[config.mk]
export PLATFORM = sky130hd
export DESIGN_NAME = gpcde_top
export DESIGN_NICKNAME = d
export VERILOG_FILES = /design/src/core/gpcde_pkg.sv /design/src/core/gpcde_top.sv
export VERILOG_INCLUDE_DIRS = /design/src /design/src/core
export SDC_FILE = /design/constraint.sdc
export NUM_CORES = 1
export LEC_CHECK = 0
export BUFFER_PORTS_ARGS = -buffer_cell sky130_fd_sc_hd__buf_2
export CAP_MARGIN = 20
export CORE_MARGIN = 1
export CORE_UTILIZATION = 35
export DETAILED_ROUTE_END_ITERATION = 6
export MAX_ROUTING_LAYER = met4
export PLACE_DENSITY_LB_ADDON = 0.15
export SLEW_MARGIN = 30
export SYNTH_ARGS = -nofsm -noshare
export SYNTH_HDL_FRONTEND = slang
export SYNTH_SLANG_ARGS = --single-unit
export TNS_END_PERCENT = 5
[constraint.sdc]
create_clock -name pclk -period 5.1 [get_ports pclk]
set_input_delay 1.275 -clock pclk [delete_from_list [all_inputs] [get_ports pclk]]
set_output_delay 1.275 -clock pclk [all_outputs]
set_load 0.03 [all_outputs]
[src/core/gpcde_regs.svh]
`ifndef GPCDE_REGS_SVH
`define GPCDE_REGS_SVH
// Printed offsets are not all multiples of four: they are indices, byte address = 4 * index
`define GPCDE_IDX_C_DATA   8'h02
`define GPCDE_IDX_D_DATA   8'h03
`define GPCDE_IDX_C_DIR    8'h04
`define GPCDE_IDX_D_DIR    8'h05
`define GPCDE_IDX_D_PULLUP 8'h06
`define GPCDE_IDX_E_DIR    8'h07
`define GPCDE_IDX_E_DATA   8'h08
`define GPCDE_IDX_SEL      8'h09
`define GPCDE_C_WIDTH      6
`define GPCDE_CLKOUT_BIT   7
`define GPCDE_CLKOUT_PIN   2
`define GPCDE_PS_EXT       3'h7
`define GPCDE_TA_CLK_PIN   6
`define GPCDE_TB_CLK_PIN   4
`define GPCDE_SEL_SPI_EN   0
`define GPCDE_SEL_SPI_MST  1
`define GPCDE_SEL_UART_EN  2
`define GPCDE_SEL_CH0_LO   3
`define GPCDE_SEL_CH1_LO   5
`define GPCDE_SEL_TA_PS_LO 8
`define GPCDE_SEL_TB_PS_LO 11
`define GPCDE_SEL_WIDTH    14
`define GPCDE_SEL_RESET    14'h0000
`endif

[src/core/gpcde_pkg.sv]
package gpcde_pkg;
  typedef struct packed
  {
    logic [7:0] out;
    logic [7:0] oe;
  } gpcde_pin_drive_type;

  typedef struct packed
  {
    logic       spi_sck_out;
    logic       spi_mosi_out;
    logic       spi_miso_out;
    logic       uart_tx;
    logic [1:0] tch_out;
  } gpcde_periph_out_type;

  typedef struct packed
  {
    logic       spi_sck_in;
    logic       spi_mosi_in;
    logic       spi_miso_in;
    logic       spi_ss_in;
    logic       uart_rx;
    logic [1:0] tch_in;
    logic       timer_a_ext_clock;
    logic       timer_b_ext_clock;
  } gpcde_periph_in_type;
endpackage

[src/core/gpcde_top.sv]
// Implementation choice: register access over APB.
`timescale 1ns/1ps
`include "gpcde_regs.svh"
// Function
// [RL1] Port C latch is software read/write and keeps its value through reset.
// [RL2] Setting the clock output enable drives the system clock on port C bit 2.
// [RL3] Clock output enable is read/write, reset clears it; 0 leaves ordinary I/O.
// [RL4] Port C direction bit 1 enables output, 0 input; reset clears all six.
// [RL5] Port C data read gives latch for outputs, synchronised pin for inputs.
// [RL6] Data writes always update the latch; input pins still read the pin.
// [RL7] Software writes the latch before turning a pin into an output.
// [RL8] Port D bit 6 clocks timer A when its prescaler select is all ones.
// [RL9] Port D bit 4 clocks timer B when its prescaler select is all ones.
// [RL10] Port D data read gives latch for outputs and pin level for inputs.
// [RL11] Port D direction bits read/write, 1 output, cleared by reset.
// [RL12] Port D pullup enable connects a pullup, only while the pin is input.
// [RL13] A port D pullup is forced off while its pin is an output.
// [RL14] Port E latch is software read/write and keeps its value through reset.
// [RL15] Port E bit 7 is SPI clock, in as slave, out as master, when SPI on.
// [RL16] Port E bit 6 is SPI MOSI while SPI is enabled, else general I/O.
// [RL17] Port E bit 5 is SPI MISO while SPI is enabled, else general I/O.
// [RL18] Port E bit 4 is slave select unless SPI is off or in master mode.
// [RL19] In SPI slave mode the bit 4 direction bit has no effect on the pin.
// [RL20] Port E bits 3 and 2 are timer channels when edge/level select nonzero.
// [RL21] Port E bit 1 feeds UART receive while the UART is enabled.
// [RL22] Port E bit 0 carries UART transmit while the UART is enabled.
// [RL23] Port E direction bits choose latch or pin on reads, even for peripheral pins.
// [RL24] Pin levels pass a two-stage synchroniser before any read.
module gpcde_top
  import gpcde_pkg::*;
(
  input  wire logic                 pclk,
  input  wire logic                 presetn,
  input  wire logic                 sys_clock,
  input  wire logic                 psel,
  input  wire logic                 penable,
  input  wire logic                 pwrite,
  input  wire logic [11:0]          paddr,
  input  wire logic [31:0]          pwdata,
  input  wire logic [3:0]           pstrb,
  output logic      [31:0]          prdata,
  output logic                      pready,
  output logic                      pslverr,
  input  wire logic [7:0]           port_c_pin_in,
  input  wire logic [7:0]           port_d_pin_in,
  input  wire logic [7:0]           port_e_pin_in,
  output gpcde_pin_drive_type       port_c_drive,
  output gpcde_pin_drive_type       port_d_drive,
  output gpcde_pin_drive_type       port_e_drive,
  output logic      [7:0]           port_d_pullup_on,
  input  wire gpcde_periph_out_type periph_out,
  output gpcde_periph_in_type       periph_in,
  output logic      [2:0]           timer_a_prescaler_select,
  output logic      [2:0]           timer_b_prescaler_select
);
  localparam int CW = `GPCDE_C_WIDTH;

  logic [CW-1:0] port_c_latch;
  logic [CW-1:0] port_c_dir;
  logic          sys_clock_out_en;
  logic [7:0]    port_d_latch;
  logic [7:0]    port_d_dir;
  logic [7:0]    port_d_pullup_en;
  logic [7:0]    port_e_latch;
  logic [7:0]    port_e_dir;
  logic [`GPCDE_SEL_WIDTH-1:0] sel_reg;
  logic [7:0]    sync_c1;
  logic [7:0]    sync_c2;
  logic [7:0]    sync_d1;
  logic [7:0]    sync_d2;
  logic [7:0]    sync_e1;
  logic [7:0]    sync_e2;
  logic [9:0]    word_idx;
  logic          wr_en;
  logic          rd_en;
  logic          addr_hit;
  logic [31:0]   next_prdata;
  logic          spi_enable_bit;
  logic          spi_master_select;
  logic          uart_enable_bit;
  logic [1:0]    edge_level_select0;
  logic [1:0]    edge_level_select1;
  logic [7:0]    e_periph_own;
  logic [7:0]    e_periph_oe;
  logic [7:0]    e_periph_val;

  assign word_idx = paddr[11:2];
  assign wr_en    = psel && penable && pwrite;
  assign rd_en    = psel && !penable && !pwrite;
  assign pready   = 1'b1;

  always_comb
  begin
    case (word_idx)
      10'(`GPCDE_IDX_C_DATA), 10'(`GPCDE_IDX_D_DATA), 10'(`GPCDE_IDX_C_DIR),
      10'(`GPCDE_IDX_D_DIR), 10'(`GPCDE_IDX_D_PULLUP), 10'(`GPCDE_IDX_E_DIR),
      10'(`GPCDE_IDX_E_DATA), 10'(`GPCDE_IDX_SEL): addr_hit = 1'b1;
      default: addr_hit = 1'b0;
    endcase
  end

  // Unmapped addresses answer with an error and read as zero
  assign pslverr = psel && penable && !addr_hit;

  // Two flops per pin; only the second stage feeds any logic
  always_ff @(posedge pclk or negedge presetn)
  begin
    if (!presetn)
    begin
      sync_c1 <= 8'h00;
      sync_c2 <= 8'h00;
      sync_d1 <= 8'h00;
      sync_d2 <= 8'h00;
      sync_e1 <= 8'h00;
      sync_e2 <= 8'h00;
    end
    else
    begin
      sync_c1 <= port_c_pin_in; // RL24
      sync_c2 <= sync_c1;
      sync_d1 <= port_d_pin_in;
      sync_d2 <= sync_d1;
      sync_e1 <= port_e_pin_in;
      sync_e2 <= sync_e1;
    end
  end

  // Data latches have no reset: their contents survive a reset
  always_ff @(posedge pclk)
  begin
    if (wr_en && pstrb[0])
    begin
      if (word_idx == 10'(`GPCDE_IDX_C_DATA))
        port_c_latch <= pwdata[CW-1:0]; // RL1 RL6
      if (word_idx == 10'(`GPCDE_IDX_D_DATA))
        port_d_latch <= pwdata[7:0]; // RL6
      if (word_idx == 10'(`GPCDE_IDX_E_DATA))
        port_e_latch <= pwdata[7:0]; // RL14 RL6
    end
  end

  always_ff @(posedge pclk or negedge presetn)
  begin
    if (!presetn)
    begin
      port_c_dir       <= '0; // RL4
      sys_clock_out_en <= 1'b0; // RL3
      port_d_dir       <= 8'h00; // RL11
      port_d_pullup_en <= 8'h00;
      port_e_dir       <= 8'h00;
    end
    else if (wr_en && pstrb[0])
    begin
      if (word_idx == 10'(`GPCDE_IDX_C_DIR))
      begin
        port_c_dir       <= pwdata[CW-1:0]; // RL4
        sys_clock_out_en <= pwdata[`GPCDE_CLKOUT_BIT]; // RL3
      end
      if (word_idx == 10'(`GPCDE_IDX_D_DIR))
        port_d_dir <= pwdata[7:0]; // RL11
      if (word_idx == 10'(`GPCDE_IDX_D_PULLUP))
        port_d_pullup_en <= pwdata[7:0]; // RL12
      if (word_idx == 10'(`GPCDE_IDX_E_DIR))
        port_e_dir <= pwdata[7:0];
    end
  end

  // Mirror of the peripheral control fields that steer pin ownership
  always_ff @(posedge pclk or negedge presetn)
  begin
    if (!presetn)
      sel_reg <= `GPCDE_SEL_RESET;
    else if (wr_en && word_idx == 10'(`GPCDE_IDX_SEL))
    begin
      if (pstrb[0])
        sel_reg[7:0] <= pwdata[7:0];
      if (pstrb[1])
        sel_reg[`GPCDE_SEL_WIDTH-1:8] <= pwdata[`GPCDE_SEL_WIDTH-1:8];
    end
  end

  assign spi_enable_bit     = sel_reg[`GPCDE_SEL_SPI_EN];
  assign spi_master_select  = sel_reg[`GPCDE_SEL_SPI_MST];
  assign uart_enable_bit    = sel_reg[`GPCDE_SEL_UART_EN];
  assign edge_level_select0 = sel_reg[`GPCDE_SEL_CH0_LO +: 2];
  assign edge_level_select1 = sel_reg[`GPCDE_SEL_CH1_LO +: 2];
  assign timer_a_prescaler_select = sel_reg[`GPCDE_SEL_TA_PS_LO +: 3];
  assign timer_b_prescaler_select = sel_reg[`GPCDE_SEL_TB_PS_LO +: 3];

  // Port C: bit 2 may carry the system clock instead of the latch
  always_comb
  begin
    port_c_drive = '0;
    port_c_drive.out[CW-1:0] = port_c_latch;
    port_c_drive.oe[CW-1:0]  = port_c_dir; // RL4
    if (sys_clock_out_en)
    begin
      port_c_drive.out[`GPCDE_CLKOUT_PIN] = sys_clock; // RL2
      port_c_drive.oe[`GPCDE_CLKOUT_PIN]  = 1'b1; // RL2
    end
  end

  assign port_d_drive.out = port_d_latch;
  assign port_d_drive.oe  = port_d_dir;
  // Pullup dies as soon as the pin turns output, not on the next write
  assign port_d_pullup_on = port_d_pullup_en & ~port_d_dir; // RL12 RL13

  // Port E ownership: peripheral pins ignore the direction register for drive, not for reads
  always_comb
  begin
    e_periph_own = 8'h00;
    e_periph_oe  = 8'h00;
    e_periph_val = 8'h00;
    e_periph_own[7] = spi_enable_bit; // RL15
    e_periph_oe[7]  = spi_master_select;
    e_periph_val[7] = periph_out.spi_sck_out;
    e_periph_own[6] = spi_enable_bit; // RL16
    e_periph_oe[6]  = spi_master_select;
    e_periph_val[6] = periph_out.spi_mosi_out;
    e_periph_own[5] = spi_enable_bit; // RL17
    e_periph_oe[5]  = !spi_master_select;
    e_periph_val[5] = periph_out.spi_miso_out;
    e_periph_own[4] = spi_enable_bit && !spi_master_select; // RL18 RL19
    e_periph_oe[4]  = 1'b0;
    e_periph_own[3] = edge_level_select1 != 2'h0; // RL20
    e_periph_oe[3]  = 1'b1;
    e_periph_val[3] = periph_out.tch_out[1];
    e_periph_own[2] = edge_level_select0 != 2'h0; // RL20
    e_periph_oe[2]  = 1'b1;
    e_periph_val[2] = periph_out.tch_out[0];
    e_periph_own[1] = uart_enable_bit; // RL21
    e_periph_oe[1]  = 1'b0;
    e_periph_own[0] = uart_enable_bit; // RL22
    e_periph_oe[0]  = 1'b1;
    e_periph_val[0] = periph_out.uart_tx;
  end

  assign port_e_drive.oe  = (e_periph_own & e_periph_oe) | (~e_periph_own & port_e_dir);
  assign port_e_drive.out = (e_periph_own & e_periph_val) | (~e_periph_own & port_e_latch);

  // Peripheral inputs use synchronised levels; slave select and UART receive read idle when their pin is not owned
  always_comb
  begin
    periph_in = '0;
    periph_in.spi_sck_in  = sync_e2[7];
    periph_in.spi_mosi_in = sync_e2[6];
    periph_in.spi_miso_in = sync_e2[5];
    periph_in.spi_ss_in   = e_periph_own[4] ? sync_e2[4] : 1'b1; // RL18
    periph_in.uart_rx     = uart_enable_bit ? sync_e2[1] : 1'b1; // RL21
    periph_in.tch_in      = sync_e2[3:2];
    periph_in.timer_a_ext_clock = (timer_a_prescaler_select == `GPCDE_PS_EXT)
                                  && sync_d2[`GPCDE_TA_CLK_PIN]; // RL8
    periph_in.timer_b_ext_clock = (timer_b_prescaler_select == `GPCDE_PS_EXT)
                                  && sync_d2[`GPCDE_TB_CLK_PIN]; // RL9
  end

  always_comb
  begin
    next_prdata = 32'h0000_0000;
    case (word_idx)
      10'(`GPCDE_IDX_C_DATA):
        next_prdata[CW-1:0] = (port_c_dir & port_c_latch)
                              | (~port_c_dir & sync_c2[CW-1:0]); // RL5
      10'(`GPCDE_IDX_D_DATA):
        next_prdata[7:0] = (port_d_dir & port_d_latch) | (~port_d_dir & sync_d2); // RL10
      10'(`GPCDE_IDX_E_DATA):
        next_prdata[7:0] = (port_e_dir & port_e_latch) | (~port_e_dir & sync_e2); // RL23
      10'(`GPCDE_IDX_C_DIR):
      begin
        next_prdata[CW-1:0] = port_c_dir;
        next_prdata[`GPCDE_CLKOUT_BIT] = sys_clock_out_en;
      end
      10'(`GPCDE_IDX_D_DIR):    next_prdata[7:0] = port_d_dir;
      10'(`GPCDE_IDX_D_PULLUP): next_prdata[7:0] = port_d_pullup_en;
      10'(`GPCDE_IDX_E_DIR):    next_prdata[7:0] = port_e_dir;
      10'(`GPCDE_IDX_SEL):      next_prdata[`GPCDE_SEL_WIDTH-1:0] = sel_reg;
      default:                  next_prdata = 32'h0000_0000;
    endcase
  end

  // Read data captured in setup phase, valid through the zero-wait access phase
  always_ff @(posedge pclk or negedge presetn)
  begin
    if (!presetn)
      prdata <= 32'h0000_0000;
    else if (rd_en)
      prdata <= next_prdata;
  end

  property p_dir_c_reset;
    @(posedge pclk) $rose(presetn) |-> port_c_dir == '0 && !sys_clock_out_en;
  endproperty
  a_dir_c_reset: assert property (p_dir_c_reset) else $error("port C dir not cleared"); // RL4

  property p_clkout;
    @(posedge pclk) disable iff (!presetn)
      sys_clock_out_en |-> port_c_drive.oe[`GPCDE_CLKOUT_PIN];
  endproperty
  a_clkout: assert property (p_clkout) else $error("clock pin not driven"); // RL2

  property p_clken_write;
    @(posedge pclk) disable iff (!presetn)
      wr_en && pstrb[0] && word_idx == 10'(`GPCDE_IDX_C_DIR)
      |=> sys_clock_out_en == $past(pwdata[`GPCDE_CLKOUT_BIT]);
  endproperty
  a_clken_write: assert property (p_clken_write) else $error("clock enable not written"); // RL3

  property p_c_read;
    @(posedge pclk) disable iff (!presetn)
      rd_en && word_idx == 10'(`GPCDE_IDX_C_DATA) && port_c_dir == '0
      |=> prdata[CW-1:0] == $past(sync_c2[CW-1:0]);
  endproperty
  a_c_read: assert property (p_c_read) else $error("port C input read wrong"); // RL5

  property p_latch_write;
    @(posedge pclk) disable iff (!presetn)
      wr_en && pstrb[0] && word_idx == 10'(`GPCDE_IDX_D_DATA)
      |=> port_d_latch == $past(pwdata[7:0]);
  endproperty
  a_latch_write: assert property (p_latch_write) else $error("latch not written"); // RL6

  property p_pullup_off;
    @(posedge pclk) disable iff (!presetn) (port_d_pullup_on & port_d_dir) == 8'h00;
  endproperty
  a_pullup_off: assert property (p_pullup_off) else $error("pullup on output"); // RL13

  property p_d_read;
    @(posedge pclk) disable iff (!presetn)
      rd_en && word_idx == 10'(`GPCDE_IDX_D_DATA) && port_d_dir == 8'hff
      |=> prdata[7:0] == $past(port_d_latch);
  endproperty
  a_d_read: assert property (p_d_read) else $error("port D output read wrong"); // RL10

  property p_uart_tx;
    @(posedge pclk) disable iff (!presetn)
      uart_enable_bit |-> port_e_drive.oe[0] && port_e_drive.out[0] == periph_out.uart_tx;
  endproperty
  a_uart_tx: assert property (p_uart_tx) else $error("uart tx not on pin"); // RL22

  property p_ss_in;
    @(posedge pclk) disable iff (!presetn)
      spi_enable_bit && !spi_master_select |-> !port_e_drive.oe[4];
  endproperty
  a_ss_in: assert property (p_ss_in) else $error("slave select driven"); // RL19

  property p_timer_a_ext_clock;
    @(posedge pclk) disable iff (!presetn)
      timer_a_prescaler_select != `GPCDE_PS_EXT |-> !periph_in.timer_a_ext_clock;
  endproperty
  a_timer_a_ext_clock: assert property (p_timer_a_ext_clock) else $error("timer A clock leaked"); // RL8

  property p_timer_b_ext_clock;
    @(posedge pclk) disable iff (!presetn)
      timer_b_prescaler_select != `GPCDE_PS_EXT |-> !periph_in.timer_b_ext_clock;
  endproperty
  a_timer_b_ext_clock: assert property (p_timer_b_ext_clock) else $error("timer B clock leaked"); // RL9

  property p_e_read;
    @(posedge pclk) disable iff (!presetn)
      rd_en && word_idx == 10'(`GPCDE_IDX_E_DATA) && port_e_dir == 8'hff
      |=> prdata[7:0] == $past(port_e_latch);
  endproperty
  a_e_read: assert property (p_e_read) else $error("port E output read wrong"); // RL23

  property p_miso_slave;
    @(posedge pclk) disable iff (!presetn)
      spi_enable_bit && !spi_master_select
      |-> port_e_drive.oe[5] && port_e_drive.out[5] == periph_out.spi_miso_out;
  endproperty
  a_miso_slave: assert property (p_miso_slave) else $error("slave data out missing"); // RL17

  property p_sck_master;
    @(posedge pclk) disable iff (!presetn)
      spi_enable_bit && spi_master_select
      |-> port_e_drive.oe[7] && port_e_drive.out[7] == periph_out.spi_sck_out;
  endproperty
  a_sck_master: assert property (p_sck_master) else $error("serial clock not driven"); // RL15

  property p_rx_idle;
    @(posedge pclk) disable iff (!presetn)
      !uart_enable_bit |-> periph_in.uart_rx;
  endproperty
  a_rx_idle: assert property (p_rx_idle) else $error("uart rx not idle"); // RL21

  property p_c_clk_off;
    @(posedge pclk) disable iff (!presetn)
      !sys_clock_out_en |-> port_c_drive.oe[CW-1:0] == port_c_dir;
  endproperty
  a_c_clk_off: assert property (p_c_clk_off) else $error("clock pin not plain I/O"); // RL3
endmodule

==> impl_metrics.ini <==
[outcome]
status = finished clean

[final_layout]
fin_area_mm2 = 0.00682
fin_cells = 770
drive_above_1_share_pct = 43.6
synthToLayoutAreaGrowth_pct = 24.2
final_util_pct = 44.7
finalNetCount = 630
final_common_cell = buf_2
nFillCells = 1421
mostFrequentLayoutCells = buf_2, dfrtp_1, mux2_2
n_antenna_cell = 0

[detailed_routing]
vias_per_cell = 4.84
antenna_left = 0
drt_iter0_drc = 173
routed-via-count = 3726
wl_per_cell_um = 18.0
wl_mm = 13.9
drt_first_pass_iters = 4
drc = 0

[synthesis]
ys.flop_type = dfrtp_1
synth_edf_count = 22
ys_ff_latch = 125
synth_area_mm2 = 0.00549
avgSynthCellArea_um2 = 13.2
syn_inst = 416
ys_types = 54
ys_warn_count = 0
seq_area_frac_synth_pct = 59.0
async_flop_share_pct = 82.4

[worst_setup_path]
worst_ep_arrival_time_ns = 2.65
r2r-end = prdata[4]
slowest_delay_ns = 0.59
crit_top_cell = buf_2
reg2reg_setup_slack_ns = 3.34
cp.required_ns = 3.83
critPathCaptureType = output port
crit_slowest_cell = or3b_2
crit_chain = buf_2 -> or3b_2 -> nand2_1 -> a21oi_1 -> buf_2
cp-start-kind = primary input
crit_type = primary input to output port
crit_fanout = 28
reg2reg_depth = 5
r2r_start = port_d_dir[4]

[timing]
setup-violations-final = 0
fin_crit_sh_pct = 76.9
fin_setup_tns_ns = 0
timing.fmax_mhz = 255
slew-limit-headroom_pct = 37.7
rsz0062_at_grt = false
maxSlewViolCount = 0
final_hold_viol_count = 0
worst_pin_slew_ns = 0.933
fin_skew_ns = 0.00611
setup_ws_ns = 1.18
period_minus_slack_ns = 3.92

[grt]
grt_pass1_wl_mm = 21.5
grt_usage_pct = 18.7
grt_max_degree = 66
antenna_found_initial = 0
grt_pass1_vias = 3659
grt.overflow.total = 0

[job]
cap_viol_max_count = 0

[power_and_ir_drop]
clkPwrFrac_pct = 51.4
p_int_mw = 1.89
vdd_ir_drop_max_mv = 0.238
seqPwrFrac_pct = 43.4
cellLeakagePower_nw = 3.30
pwr-share-comb_pct = 5.2
p_switching_uw = 516
switching_share_pct = 21.5
power.density_mw_per_mm2 = 352

[placement]
dp_cells = 738
pre_cts_ws_ns = 1.20
dp_hpwl_mm = 9.90
place_area_mm2 = 0.00621
io_buffers = 141
gp_congestion = 0.777

[die]
die_h_um = 127
die_area_mm2 = 0.0162
rows = 45
core_mm2 = 0.0153
die_width_um = 127
num_io_pins = 189
start_util_pct = 36.0

[clock_tree]
cts_setup_buffers = 0
clock_latency_ns = 0.42
cts.sinks = 125
hold_buffers = 0
cts_resized = 0
cts_tree = yes
clk_pin_slew_ns = 0.05
cts_buffers = 17
htree_levels = 4
cts.path.max_buffers = 2
cts.root.buffer_cell = clkbuf_16

[min_path]
hold_end = sync_c2[3]
min_from = sync_c1[3]
holdPathStages = 0
hold_class = register to register
-- metrics by stage --
step,hold WS [ns],power (mW)
after global routing,0.352,2.49
after floorplan,0.331,1.14
after detailed placement,0.335,1.19
after CTS,0.345,2.43
after global placement,0.332,1.19
final,0.343,2.40
-- area by class of cell --
class,count,area (um2),share of cell area (%)
repair buffers,149,768,11.3
clock inverters,4,72.6,1.06
inverters,4,15.0,0.220
clock buffers,28,539,7.90
well taps,211,264,3.87
flip-flops and latches,125,3240,47.5
multi-input cells,249,1930,28.2
-- synth_stat cells, types with 3 or more instances --
library cell | number | area share, %
nand4_1 | 3 | 0.34
a22o_1 | 7 | 1.1
and2_1 | 3 | 0.34
buf_1 | 3 | 0.21
inv_1 | 4 | 0.27
dfrtp_1 | 103 | 47
nand2_1 | 18 | 1.2
a211o_1 | 3 | 0.48
mux4_2 | 3 | 1.2
mux2i_1 | 21 | 3.8
a21oi_1 | 8 | 0.73
mux2_2 | 48 | 9.8
mux2_4 | 7 | 1.9
or3_1 | 3 | 0.34
clkbuf_1 | 10 | 0.68
a22oi_1 | 3 | 0.41
buf_4 | 45 | 6.2
nor2b_1 | 16 | 1.8
nand2b_1 | 4 | 0.46
nor2_1 | 17 | 1.2
edfxtp_1 | 22 | 12
o21ai_0 | 16 | 1.5
a211oi_1 | 3 | 0.41
or2_2 | 3 | 0.34
nand3_1 | 8 | 0.73
-- critical path, delay by kind of cell --
kind	cells	cell delay (ns)
simple gates	2	0.75
compound gates	1	0.13
buf+inv	2	0.48
-- worst max-delay path by stage --
stage / startpoint / endpoint / slack (ns) / cells past startpoint
after floorplan: paddr[9] / pslverr / 1.28 / 4
after global placement: paddr[3] / pslverr / 1.20 / 5
after detailed placement: paddr[3] / pslverr / 1.20 / 5
after CTS: paddr[3] / pslverr / 1.18 / 5
after global routing: paddr[3] / pslverr / 1.09 / 5
final: paddr[3] / pslverr / 1.18 / 5
-- per-layer routing --
metal  share of wire, %  up-vias  track usage, %
met1                 47     1870            24.6
li1                   -     1683               -
met3                5.1       29            4.56
met2                 46      144            27.1
met4                2.7        0            9.03
met5                  0        -               -
-- power by group through the flow --
| stage | Combinational, mW | Sequential, mW | Clock [mW] |
|---|---|---|---|
| floorplan | 0.0798 | 1.06 | 0 |
| global placement | 0.126 | 1.06 | 0 |
| detailed placement | 0.128 | 1.06 | 0 |
| CTS | 0.128 | 1.04 | 1.26 |
| global route | 0.139 | 1.04 | 1.31 |
| finish | 0.126 | 1.04 | 1.24 |
-- cell families (layout without fill, tap and decap cells) --
group	Yosys count	count (layout)	share of synthesized area, %
muxes	79	79	16.8
buffers and inverters	63	185	7.40
and+or+nand+nor	91	91	9.71
AOI/OAI and AO/OA	56	56	6.97
other	2	23	0.137
DFF	125	125	59.0
No activity file was read; power rests on OpenSTA's default activity.
